===== src/bsse_pkg.sv =====
// Package with constants, types and register map for the setpoint step engine
package bsse_pkg;

  localparam int WW = 24;
  localparam int NSTEP = 8;
  localparam int SW = 3;
  localparam int NOUT = 8;

  // Step kinds
  typedef enum logic [3:0] {
    KIND_OFF = 4'h0,
    KIND_WEIGHT = 4'h1,
    KIND_WAIT_STANDSTILL = 4'h2,
    KIND_REPEAT = 4'h3,
    KIND_NUDGE = 4'h4,
    KIND_CLOCK = 4'h5,
    KIND_DELTA = 4'h6,
    KIND_TRUE = 4'h7,
    KIND_FALSE = 4'h8
  } bsse_kind_t;

  typedef enum logic [1:0] {
    ST_IDLE = 2'b00,
    ST_EVAL = 2'b01,
    ST_PULSE = 2'b11
  } bsse_state_t;

  typedef struct packed {
    logic standstill;
    logic zeroCenter;
    logic capacity_range_monitor;
    logic [WW-1:0] weight;
  } bsse_scale_t;

  // Register offsets, byte addresses
  localparam logic [7:0] OFF_CTRL = 8'h00;
  localparam logic [7:0] OFF_STATUS = 8'h04;
  localparam logic [7:0] OFF_IRQ = 8'h08;
  localparam logic [7:0] OFF_MASK = 8'h0C;
  localparam logic [7:0] OFF_REPEAT = 8'h10;
  localparam logic [7:0] OFF_NUDGE = 8'h14;
  localparam logic [7:0] OFF_WDOG = 8'h18;
  localparam logic [7:0] OFF_WDSE = 8'h1C;
  localparam logic [7:0] OFF_TIME = 8'h20;
  localparam logic [7:0] OFF_CLKSET = 8'h24;
  localparam logic [7:0] OFF_OVER = 8'h28;
  localparam logic [7:0] OFF_UNDER = 8'h2C;
  localparam logic [7:0] OFF_OUTMAP = 8'h30;
  localparam logic [7:0] OFF_STEP0 = 8'h40;

  // Control bit positions
  localparam int CTRL_START = 0;
  localparam int CTRL_ABORT = 1;

  // Interrupt bit positions
  localparam int IRQ_DONE = 0;
  localparam int IRQ_WDOG = 1;
  localparam int IRQ_CLOCK = 2;
  localparam int IRQ_NUDGE = 3;
  localparam int NIRQ = 4;

  // Timing: one tenth of a second in ns and in cycles at 100 MHz
  localparam longint TENTH_NS = 100000000;
  localparam longint CLK_NS = 10;
  localparam int TENTH_CYC = int'(TENTH_NS / CLK_NS);

  localparam logic [31:0] RST_ZERO = 32'h0000_0000;

endpackage


===== src/bsse_engine.sv =====
// Batch and continuous setpoint step engine with APB register access
// How it works
// - Wait-standstill step holds until standstill
// - Repeat step passes; off or last step runs sequence configured times
// - Nudge pulses previous weight output if short
// - Nudge repeats until satisfied at standstill
// - Zero-center monitor output follows zero flag
// - Motion monitor output active when not standstill
// - Range monitor output follows in-range flag
// - Batch-active output high during sequence
// - Watchdog times start to end in tenths
// - Watchdog output set when limit elapses
// - Clock-match step acts when time equals
// - Delta step satisfied when change reaches value
// - Check weigher drives the over line; under and accept are status bits only
// - True step always satisfied
// - False step never satisfied, branches
// - Non-batch weight setpoint acts continuously
`timescale 1ns/1ps
`default_nettype none
module bsse_engine #(
  parameter int TENTH_CYCLES = bsse_pkg::TENTH_CYC
) (
  input wire logic clk,
  input wire logic rst_n,
  input wire logic psel,
  input wire logic penable,
  input wire logic pwrite,
  input wire logic [7:0] paddr,
  input wire logic [31:0] pwdata,
  output logic [31:0] prdata,
  output logic pready,
  output logic pslverr,
  input wire bsse_pkg::bsse_scale_t scale,
  output logic [bsse_pkg::NOUT-1:0] digOut,
  output logic irq
);

  localparam int WW = bsse_pkg::WW;
  localparam int NS = bsse_pkg::NSTEP;
  localparam int SW = bsse_pkg::SW;

  // Step table: kind[3:0], batch flag[4], out line[7:5], branch[10:8], value[31:11]
  logic [31:0] stepReg [NS];
  logic [31:0] ctrlWrite;
  logic [15:0] repeatCfgReg;
  logic [15:0] nudgeCfgReg;
  logic [15:0] wdogLimitReg;
  logic [5:0] wdogSeReg;
  logic [16:0] timeReg;
  logic [16:0] clockSetReg;
  logic [WW-1:0] overReg;
  logic [WW-1:0] underReg;
  logic [17:0] outMapReg;
  logic [bsse_pkg::NIRQ-1:0] irqStatReg;
  logic [bsse_pkg::NIRQ-1:0] irqMaskReg;
  bsse_pkg::bsse_state_t stateReg;
  logic [SW-1:0] stepIdxReg;
  logic [15:0] passCntReg;
  logic [WW-1:0] deltaBaseReg;
  logic [15:0] pulseTenthReg;
  logic [31:0] tickCntReg;
  logic tickPulse;
  logic wdogRunReg;
  logic wdogFiredReg;
  logic [15:0] wdogCntReg;
  logic [SW-1:0] prevWeightReg;
  logic [NS-1:0] stepOutReg;

  logic apbWr;
  logic apbRd;
  logic startReq;
  logic abortReq;
  bsse_pkg::bsse_kind_t curKind;
  logic [WW-1:0] curTarget;
  logic [SW-1:0] curBranch;
  logic [WW-1:0] prevTarget;
  logic prevSat;
  logic curSat;
  logic [WW-1:0] deltaAbs;
  logic lastStep;
  logic clockHit;
  logic batchActive;
  logic doneEvt;
  logic wdogEvt;
  logic nudgeEvt;

  assign apbWr = psel && penable && pwrite;
  assign apbRd = psel && penable && !pwrite;
  assign startReq = apbWr && paddr == bsse_pkg::OFF_CTRL && pwdata[bsse_pkg::CTRL_START];
  assign abortReq = apbWr && paddr == bsse_pkg::OFF_CTRL && pwdata[bsse_pkg::CTRL_ABORT];
  assign ctrlWrite = pwdata;

  // Register writes
  always_ff @(posedge clk or negedge rst_n) begin
    if (!rst_n) begin
      repeatCfgReg <= 16'h0001;
      nudgeCfgReg <= 16'h0001;
      wdogLimitReg <= 16'h0000;
      wdogSeReg <= 6'h00;
      clockSetReg <= 17'h00000;
      overReg <= '0;
      underReg <= '0;
      outMapReg <= 18'h00000;
      irqMaskReg <= '0;
      for (int i = 0; i < NS; i++) begin
        stepReg[i] <= bsse_pkg::RST_ZERO;
      end
    end else if (apbWr) begin
      unique case (paddr)
        bsse_pkg::OFF_REPEAT: repeatCfgReg <= ctrlWrite[15:0];
        bsse_pkg::OFF_NUDGE: nudgeCfgReg <= ctrlWrite[15:0];
        bsse_pkg::OFF_WDOG: wdogLimitReg <= ctrlWrite[15:0];
        bsse_pkg::OFF_WDSE: wdogSeReg <= ctrlWrite[5:0];
        bsse_pkg::OFF_CLKSET: clockSetReg <= ctrlWrite[16:0];
        bsse_pkg::OFF_OVER: overReg <= ctrlWrite[WW-1:0];
        bsse_pkg::OFF_UNDER: underReg <= ctrlWrite[WW-1:0];
        bsse_pkg::OFF_OUTMAP: outMapReg <= ctrlWrite[17:0];
        bsse_pkg::OFF_MASK: irqMaskReg <= ctrlWrite[bsse_pkg::NIRQ-1:0];
        default: begin
          if (paddr[7:5] == 3'h2 && paddr[1:0] == 2'h0) begin
            stepReg[paddr[4:2]] <= ctrlWrite;
          end
        end
      endcase
    end
  end

  // Tenth-second tick and time-of-day seconds counter
  always_ff @(posedge clk or negedge rst_n) begin
    if (!rst_n) begin
      tickCntReg <= 32'h0000_0000;
      tickPulse <= 1'b0;
    end else if (tickCntReg == 32'(TENTH_CYCLES - 1)) begin
      tickCntReg <= 32'h0000_0000;
      tickPulse <= 1'b1;
    end else begin
      tickCntReg <= tickCntReg + 32'h0000_0001;
      tickPulse <= 1'b0;
    end
  end

  logic [3:0] tenthsReg;
  always_ff @(posedge clk or negedge rst_n) begin
    if (!rst_n) begin
      timeReg <= 17'h00000;
      tenthsReg <= 4'h0;
    end else if (apbWr && paddr == bsse_pkg::OFF_TIME) begin
      timeReg <= ctrlWrite[16:0];
      tenthsReg <= 4'h0;
    end else if (tickPulse) begin
      if (tenthsReg == 4'h9) begin
        tenthsReg <= 4'h0;
        timeReg <= (timeReg == 17'h1517F) ? 17'h00000 : timeReg + 17'h00001;
      end else begin
        tenthsReg <= tenthsReg + 4'h1;
      end
    end
  end

  // Decode of the active step
  assign curKind = bsse_pkg::bsse_kind_t'(stepReg[stepIdxReg][3:0]);
  assign curTarget = WW'(stepReg[stepIdxReg][31:11]);
  assign curBranch = stepReg[stepIdxReg][10:8];
  assign prevTarget = WW'(stepReg[prevWeightReg][31:11]);
  assign prevSat = scale.weight >= prevTarget;
  assign deltaAbs = (scale.weight >= deltaBaseReg) ? scale.weight - deltaBaseReg
                                                   : deltaBaseReg - scale.weight;
  assign clockHit = timeReg == clockSetReg;
  assign lastStep = stepIdxReg == SW'(NS - 1);
  assign batchActive = stateReg != bsse_pkg::ST_IDLE;

  always_comb begin
    curSat = 1'b0;
    unique case (curKind)
      bsse_pkg::KIND_WAIT_STANDSTILL: curSat = scale.standstill;
      bsse_pkg::KIND_WEIGHT: curSat = scale.weight >= curTarget;
      bsse_pkg::KIND_CLOCK: curSat = clockHit;
      bsse_pkg::KIND_DELTA: curSat = deltaAbs >= curTarget;
      bsse_pkg::KIND_TRUE: curSat = 1'b1;
      bsse_pkg::KIND_FALSE: curSat = 1'b0;
      bsse_pkg::KIND_REPEAT: curSat = 1'b1;
      bsse_pkg::KIND_NUDGE: curSat = scale.standstill && prevSat;
      default: curSat = 1'b1;
    endcase
  end

  // Batch sequencer
  always_ff @(posedge clk or negedge rst_n) begin
    if (!rst_n) begin
      stateReg <= bsse_pkg::ST_IDLE;
      stepIdxReg <= '0;
      passCntReg <= 16'h0000;
      deltaBaseReg <= '0;
      pulseTenthReg <= 16'h0000;
      prevWeightReg <= '0;
      doneEvt <= 1'b0;
      nudgeEvt <= 1'b0;
    end else begin
      doneEvt <= 1'b0;
      nudgeEvt <= 1'b0;
      if (abortReq) begin
        stateReg <= bsse_pkg::ST_IDLE;
      end else begin
        unique case (stateReg)
          bsse_pkg::ST_IDLE: begin
            if (startReq) begin
              stateReg <= bsse_pkg::ST_EVAL;
              stepIdxReg <= '0;
              passCntReg <= 16'h0000;
              deltaBaseReg <= scale.weight;
            end
          end
          bsse_pkg::ST_EVAL: begin
            // nudge pulse on unsatisfied setpoint at standstill
            if (curKind == bsse_pkg::KIND_NUDGE && scale.standstill && !prevSat) begin
              stateReg <= bsse_pkg::ST_PULSE;
              pulseTenthReg <= nudgeCfgReg;
              nudgeEvt <= 1'b1;
            end else if (curKind == bsse_pkg::KIND_FALSE) begin
              stepIdxReg <= curBranch;
              deltaBaseReg <= scale.weight;
            end else if (curSat) begin
              if (curKind == bsse_pkg::KIND_WEIGHT) begin
                prevWeightReg <= stepIdxReg;
              end
              deltaBaseReg <= scale.weight;
              if (lastStep || curKind == bsse_pkg::KIND_OFF) begin
                if (passCntReg + 16'h0001 >= repeatCfgReg) begin
                  stateReg <= bsse_pkg::ST_IDLE;
                  doneEvt <= 1'b1;
                end else begin
                  passCntReg <= passCntReg + 16'h0001;
                  stepIdxReg <= '0;
                end
              end else begin
                stepIdxReg <= stepIdxReg + SW'(1);
              end
            end
          end
          bsse_pkg::ST_PULSE: begin
            if (tickPulse) begin
              if (pulseTenthReg <= 16'h0001) begin
                stateReg <= bsse_pkg::ST_EVAL;
              end else begin
                pulseTenthReg <= pulseTenthReg - 16'h0001;
              end
            end
          end
          default: stateReg <= bsse_pkg::ST_IDLE;
        endcase
      end
    end
  end

  // watchdog between start and end steps
  always_ff @(posedge clk or negedge rst_n) begin
    if (!rst_n) begin
      wdogRunReg <= 1'b0;
      wdogCntReg <= 16'h0000;
      wdogFiredReg <= 1'b0;
      wdogEvt <= 1'b0;
    end else begin
      wdogEvt <= 1'b0;
      if (!batchActive || stepIdxReg == wdogSeReg[5:3]) begin
        wdogRunReg <= 1'b0;
        if (!batchActive && startReq) begin
          wdogFiredReg <= 1'b0;
        end
      end else if (stepIdxReg == wdogSeReg[2:0] && !wdogRunReg && !wdogFiredReg) begin
        wdogRunReg <= 1'b1;
        wdogCntReg <= 16'h0000;
      end else if (wdogRunReg && tickPulse) begin
        if (wdogCntReg + 16'h0001 >= wdogLimitReg) begin
          wdogRunReg <= 1'b0;
          wdogFiredReg <= 1'b1;
          wdogEvt <= 1'b1;
        end else begin
          wdogCntReg <= wdogCntReg + 16'h0001;
        end
      end
    end
  end

  // per-step output: weight steps continuous when batch flag off
  for (genvar g = 0; g < NS; g++) begin : gStepOut
    always_ff @(posedge clk or negedge rst_n) begin
      if (!rst_n) begin
        stepOutReg[g] <= 1'b0;
      end else if (stepReg[g][3:0] != 4'(bsse_pkg::KIND_WEIGHT)) begin
        stepOutReg[g] <= (stateReg == bsse_pkg::ST_PULSE) && prevWeightReg == SW'(g);
      end else if (!stepReg[g][4]) begin
        stepOutReg[g] <= scale.weight < WW'(stepReg[g][31:11]);
      end else begin
        // nudge drives the previous weight output
        stepOutReg[g] <= (batchActive && stepIdxReg == SW'(g) && stateReg == bsse_pkg::ST_EVAL)
          || ((stateReg == bsse_pkg::ST_PULSE) && prevWeightReg == SW'(g));
      end
    end
  end

  // Monitor outputs: out map holds lines, 3 bits each
  logic [bsse_pkg::NOUT-1:0] outNext;
  always_comb begin
    outNext = '0;
    for (int s = 0; s < NS; s++) begin
      outNext[stepReg[s][7:5]] = outNext[stepReg[s][7:5]] | stepOutReg[s];
    end
    outNext[outMapReg[2:0]] = outNext[outMapReg[2:0]] | scale.zeroCenter;
    outNext[outMapReg[5:3]] = outNext[outMapReg[5:3]] | !scale.standstill;
    outNext[outMapReg[8:6]] = outNext[outMapReg[8:6]] | scale.capacity_range_monitor;
    outNext[outMapReg[11:9]] = outNext[outMapReg[11:9]] | batchActive;
    outNext[outMapReg[14:12]] = outNext[outMapReg[14:12]] | wdogFiredReg;
    outNext[outMapReg[17:15]] = outNext[outMapReg[17:15]] | (scale.weight > overReg);
  end

  logic chkUnder;
  logic chkAccept;
  assign chkUnder = scale.weight < underReg;
  assign chkAccept = !chkUnder && !(scale.weight > overReg);

  always_ff @(posedge clk or negedge rst_n) begin
    if (!rst_n) begin
      digOut <= '0;
    end else begin
      digOut <= outNext;
    end
  end

  // Sticky interrupt status, cleared by read, set wins
  logic [bsse_pkg::NIRQ-1:0] irqSet;
  assign irqSet = {nudgeEvt, clockHit && tickPulse, wdogEvt, doneEvt};
  always_ff @(posedge clk or negedge rst_n) begin
    if (!rst_n) begin
      irqStatReg <= '0;
    end else if (apbRd && paddr == bsse_pkg::OFF_IRQ) begin
      // Clear only the bits the read returned
      irqStatReg <= (irqStatReg & ~prdata[bsse_pkg::NIRQ-1:0]) | irqSet;
    end else begin
      irqStatReg <= irqStatReg | irqSet;
    end
  end

  always_ff @(posedge clk or negedge rst_n) begin
    if (!rst_n) begin
      irq <= 1'b0;
    end else begin
      irq <= |(irqStatReg & irqMaskReg);
    end
  end

  // APB read data and answer
  always_ff @(posedge clk or negedge rst_n) begin
    if (!rst_n) begin
      prdata <= 32'h0000_0000;
      pready <= 1'b0;
      pslverr <= 1'b0;
    end else begin
      pready <= psel && !penable;
      pslverr <= 1'b0;
      if (psel && !penable && !pwrite) begin
        unique case (paddr)
          bsse_pkg::OFF_CTRL: prdata <= 32'h0000_0000;
          bsse_pkg::OFF_STATUS: prdata <= {13'h0000, chkAccept, chkUnder, wdogFiredReg,
                                           passCntReg[7:0], 2'h0, stepIdxReg, 1'h0,
                                           stateReg};
          bsse_pkg::OFF_IRQ: prdata <= 32'(irqStatReg);
          bsse_pkg::OFF_MASK: prdata <= 32'(irqMaskReg);
          bsse_pkg::OFF_REPEAT: prdata <= 32'(repeatCfgReg);
          bsse_pkg::OFF_NUDGE: prdata <= 32'(nudgeCfgReg);
          bsse_pkg::OFF_WDOG: prdata <= 32'(wdogLimitReg);
          bsse_pkg::OFF_WDSE: prdata <= 32'(wdogSeReg);
          bsse_pkg::OFF_TIME: prdata <= 32'(timeReg);
          bsse_pkg::OFF_CLKSET: prdata <= 32'(clockSetReg);
          bsse_pkg::OFF_OVER: prdata <= 32'(overReg);
          bsse_pkg::OFF_UNDER: prdata <= 32'(underReg);
          bsse_pkg::OFF_OUTMAP: prdata <= 32'(outMapReg);
          default: begin
            if (paddr[7:5] == 3'h2 && paddr[1:0] == 2'h0) begin
              prdata <= stepReg[paddr[4:2]];
            end else begin
              prdata <= 32'h0000_0000;
            end
          end
        endcase
      end
    end
  end

endmodule
`default_nettype wire


===== config.mk =====
export PLATFORM = sky130hd
export DESIGN_NAME = bsse_engine
export DESIGN_NICKNAME = d
export VERILOG_FILES = /design/src/bsse_pkg.sv /design/src/bsse_engine.sv
export SDC_FILE = /design/constraint.sdc
export NUM_CORES = 2
export LEC_CHECK = 0
export BUFFER_PORTS_ARGS = -buffer_cell sky130_fd_sc_hd__clkbuf_2
export CAP_MARGIN = 20
export CORE_ASPECT_RATIO = 0.75
export CORE_MARGIN = 2
export CORE_UTILIZATION = 46
export CTS_CLUSTER_DIAMETER = 100
export DETAILED_ROUTE_END_ITERATION = 16
export PLACE_DENSITY = 0.72
export SYNTH_ARGS = -nofsm -noshare
export SYNTH_HDL_FRONTEND = slang
export SYNTH_SLANG_ARGS = --single-unit

===== constraint.sdc =====
create_clock -name clk -period 22.7 [get_ports clk]
set_input_delay 1.135 -clock clk [delete_from_list [all_inputs] [get_ports clk]]
set_output_delay 1.135 -clock clk [all_outputs]
set_load 0.02 [all_outputs]

==> flow_summary_export.csv <==
group,metric,value,unit
status,status,"completed",
worst_hold_path,worstHoldPathCells,1,
placement,post-place-ws,12330,ps
logic_synthesis,synth-warning-count,0,
pwr,vdd_drop_max,0.0000694,V
placement,gp_congestion,0.953,
logic_synthesis,synth_flop_cell,"dfrtp_1",
global_routing,grt_max_degree,161,
pwr,power.density,69.4,nW/um^2
global_routing,antenna_found_initial,8,
clock_network,cts_inserted_buffers,61,
critical_path,r2r_start,"deltaBaseReg[0]",
critical_path,rr_worst_depth,38,
timing,setup_violations,0,
critical_path,worst-r2r-setup-slack,13480,ps
finish,final_util,0.503,
floorplan,ios,115,
floorplan,rows,97,
finish,drive_above_1_share,0.202,
timing,worst_pin_slew,1260,ps
floorplan,dieWidth,358,microns
clock_network,cts.sinks,590,
detailed_routing,vias,35400,
placement,port_buffers,113,
critical_path,timing.critical_path.mode_cell,"a21o_1",
logic_synthesis,synth_top_cells_by_count,"588 x dfrtp_1, 367 x ha_1, 336 x inv_1",
clock_network,cts_max_level,2,
global_routing,overflow,0,
timing,min_period_over_period,0.434,
logic_synthesis,synth_edf_count,0,
detailed_routing,routedWlPerCell,25.4,microns
logic_synthesis,synth.most_common_cell,"dfrtp_1",
critical_path,endpoint_kind,"register",
job,drv_cap,0,
critical_path,r2r-end,"deltaBaseReg[23]",
critical_path,crit_end,"deltaBaseReg[23]",
logic_synthesis,synthCells,4261,
pwr,p_leak,21.7,nW
timing,period_minus_slack,9860,ps
floorplan,die-area,96500,sq um
critical_path,cp-start-kind,"primary input",
detailed_routing,routed_wl,141,mm
finish,final_cell_area,46900,sq um
logic_synthesis,syn_area_per_cell,10.1,sq um
timing,hold_violations,0,
detailed_routing,drt-initial-drc-count,4441,
finish,area_growth_syn_to_layout,8.43,%
clock_network,ctsRootBufferMaster,"clkbuf_16",
logic_synthesis,synthTopCellsByArea,"dfrtp_1 34%, ha_1 11%, mux2_2 8.6%",
clock_network,clockBufferDepth,3,
logic_synthesis,synth_nets,4702,
critical_path,worstSetupStartpoint,"scale[0]",
logic_synthesis,synthArstFlopShare,1.00,
timing,finalWorstSetupSlack,12840,ps
critical_path,critPathMaxFanout,34,
timing,relSlewSlack,0.159,
placement,hpwl,101,mm
detailed_routing,viasPerCell,6.39,
floorplan,die_y,270,microns
detailed_routing,drc_errors,0,
logic_synthesis,yosys.area.top_type,"dfrtp_1",
timing,fin_setup_tns,0,ps
critical_path,worstSetupPathType,"in -> reg",
logic_synthesis,ys_seq_area_frac,0.341,
clock_network,cts.clk_slew.worst_paths,70,ps
pwr,power.total,3.25,mW
critical_path,critPathSlowestCell,"a311o_1",
global_routing,grt_pass1_wl,212,mm
logic_synthesis,synth_cell_types,128,
logic_synthesis,synth.top_cell.area_share,0.340,
global_routing,track_usage,0.287,
detailed_routing,drt_pass1_iterations,10,
detailed_routing,drtAntennaViolNets,0,
global_routing,grt_pass1_vias,33400,
logic_synthesis,ys_seq_elements,590,
critical_path,critical-path-max-stage-delay,460,ps
clock_network,cts_hold_buf,0,
timing,finalMaxSlewViolations,0,
logic_synthesis,post_synth_instance_area,43200,sq um
clock_network,cts_tree,"yes",
floorplan,start_util,0.464,
timing,max_freq,101,MHz
timing,fin_worst_skew,35.9,ps
critical_path,worstPathRequired,23260,ps
worst_hold_path,min_path_type,"reg -> reg",
finish,nets,4694,
finish,fillers,8496,
placement,place_area,44800,sq um
timing,rsz0062_at_grt,"false",
clock_network,insertion_delay,680,ps
clock_network,postCtsSetupBuffers,0,
floorplan,coreArea,93200,sq um
clock_network,cts_resized,0,
critical_path,critPathArrivalTime,10420,ps
==> metrics by stage <==
step                hold slack (ps)  instances
finish                          432       5536
global route                    447       5534
CTS                             433       5533
detailed placement              418       5426
global placement                409       5426
floorplan                       404       4261
==> cells in the final DEF (no fill, tap or decap), drive strengths merged, types with 14 or more instances in the layout <==
cell type  Yosys  final
mux2i        130    130
a22oi         47     47
a211oi        19     19
o22ai         22     22
clkinv         0     15
nand2b        87     87
and2          15     15
dfrtp        588    588
mux2         332    332
a222oi        24     24
o211ai        20     20
buf           55     59
nor4          19     19
a22o          14     14
clkbuf       182    189
ha           367    367
a221oi        19     19
o21ai        309    309
nand3        106    106
nand4         52     52
nor2         150    150
xor2          52     52
o31ai         14     14
nor3b         32     32
a31oi         21     21
nor3          55     55
a2111oi       15     15
nand2        325    325
a21oi        176    176
nor2b         66     66
a21o         109    109
mux4         162    162
inv          337    341
xnor2         54     54
and3          67     67
==> layer usage <==
| metal | routed length (microns) | share of wire | track usage |
|---|---|---|---|
| met5 | 41 | 0.00029 | 0 |
| met2 | 58600 | 0.42 | 0.405 |
| met4 | 4330 | 0.031 | 0.0816 |
| met3 | 16100 | 0.11 | 0.0720 |
| met1 | 61600 | 0.44 | 0.432 |
==> layout make-up <==
type,count,area (sq um),share of cell area
repair buffers,169,1050,0.0223
flip-flops and latches,590,14800,0.315
clock buffers,79,1690,0.0361
well taps,1237,1550,0.0330
diodes,2,5.00,0.000107
inverters,337,1260,0.0270
clock inverters,28,397,0.00846
multi-input cells,3094,26200,0.558
==> flip-flops by register name, summed over array words and instances, names as in the netlist, 4 cells and up <==
register       cells
underReg          24
timeReg           17
nudgeCfgReg       16
tenthsReg          4
outMapReg         18
wdogCntReg        16
tickCntReg        32
overReg           24
stepOutReg         8
digOut             8
pulseTenthReg     16
irqStatReg         4
repeatCfgReg      16
passCntReg        16
deltaBaseReg      24
stepReg          256
prdata            32
wdogSeReg          6
irqMaskReg         4
clockSetReg       17
wdogLimitReg      16
==> cells by family after synthesis <==
logic type / count (synthesis) / synth area share
buffers and inverters: 577 / 0.0554
xor gates and xnor gates: 106 / 0.0215
muxes: 624 / 0.201
and+or+nand+nor: 1057 / 0.128
AOI/OAI and AO/OA: 937 / 0.146
adders and majority gates: 369 / 0.107
other: 1 / 0.0000867
DFF: 590 / 0.341
==> how the worst min path moves through the flow <==
stage	start	endpoint
2_1_floorplan	doneEvt	irqStatReg[0]
3_3_place_gp	wdogEvt	irqStatReg[1]
3_5_place_dp	wdogEvt	irqStatReg[1]
4_1_cts	wdogEvt	irqStatReg[1]
5_1_grt	wdogEvt	irqStatReg[1]
6_report	wdogEvt	irqStatReg[1]
==> where the power goes <==
part           switching [mW]  total, mW  internal, mW  leakage (nW)
clock                   0.469       1.08         0.608          1.03
combinational           0.585       1.00         0.418          13.0
sequential             0.0637       1.17          1.11          7.65
==> critical path: cells and delay by family <==
kind            cells  cell delay, ps
compound gates     27            5570
buf+inv             5            1400
fa+ha+maj           3             900
mux                 2             810
simple gates        2             410
xor+xnor            1             150
(Power assumes the default switching activity.)
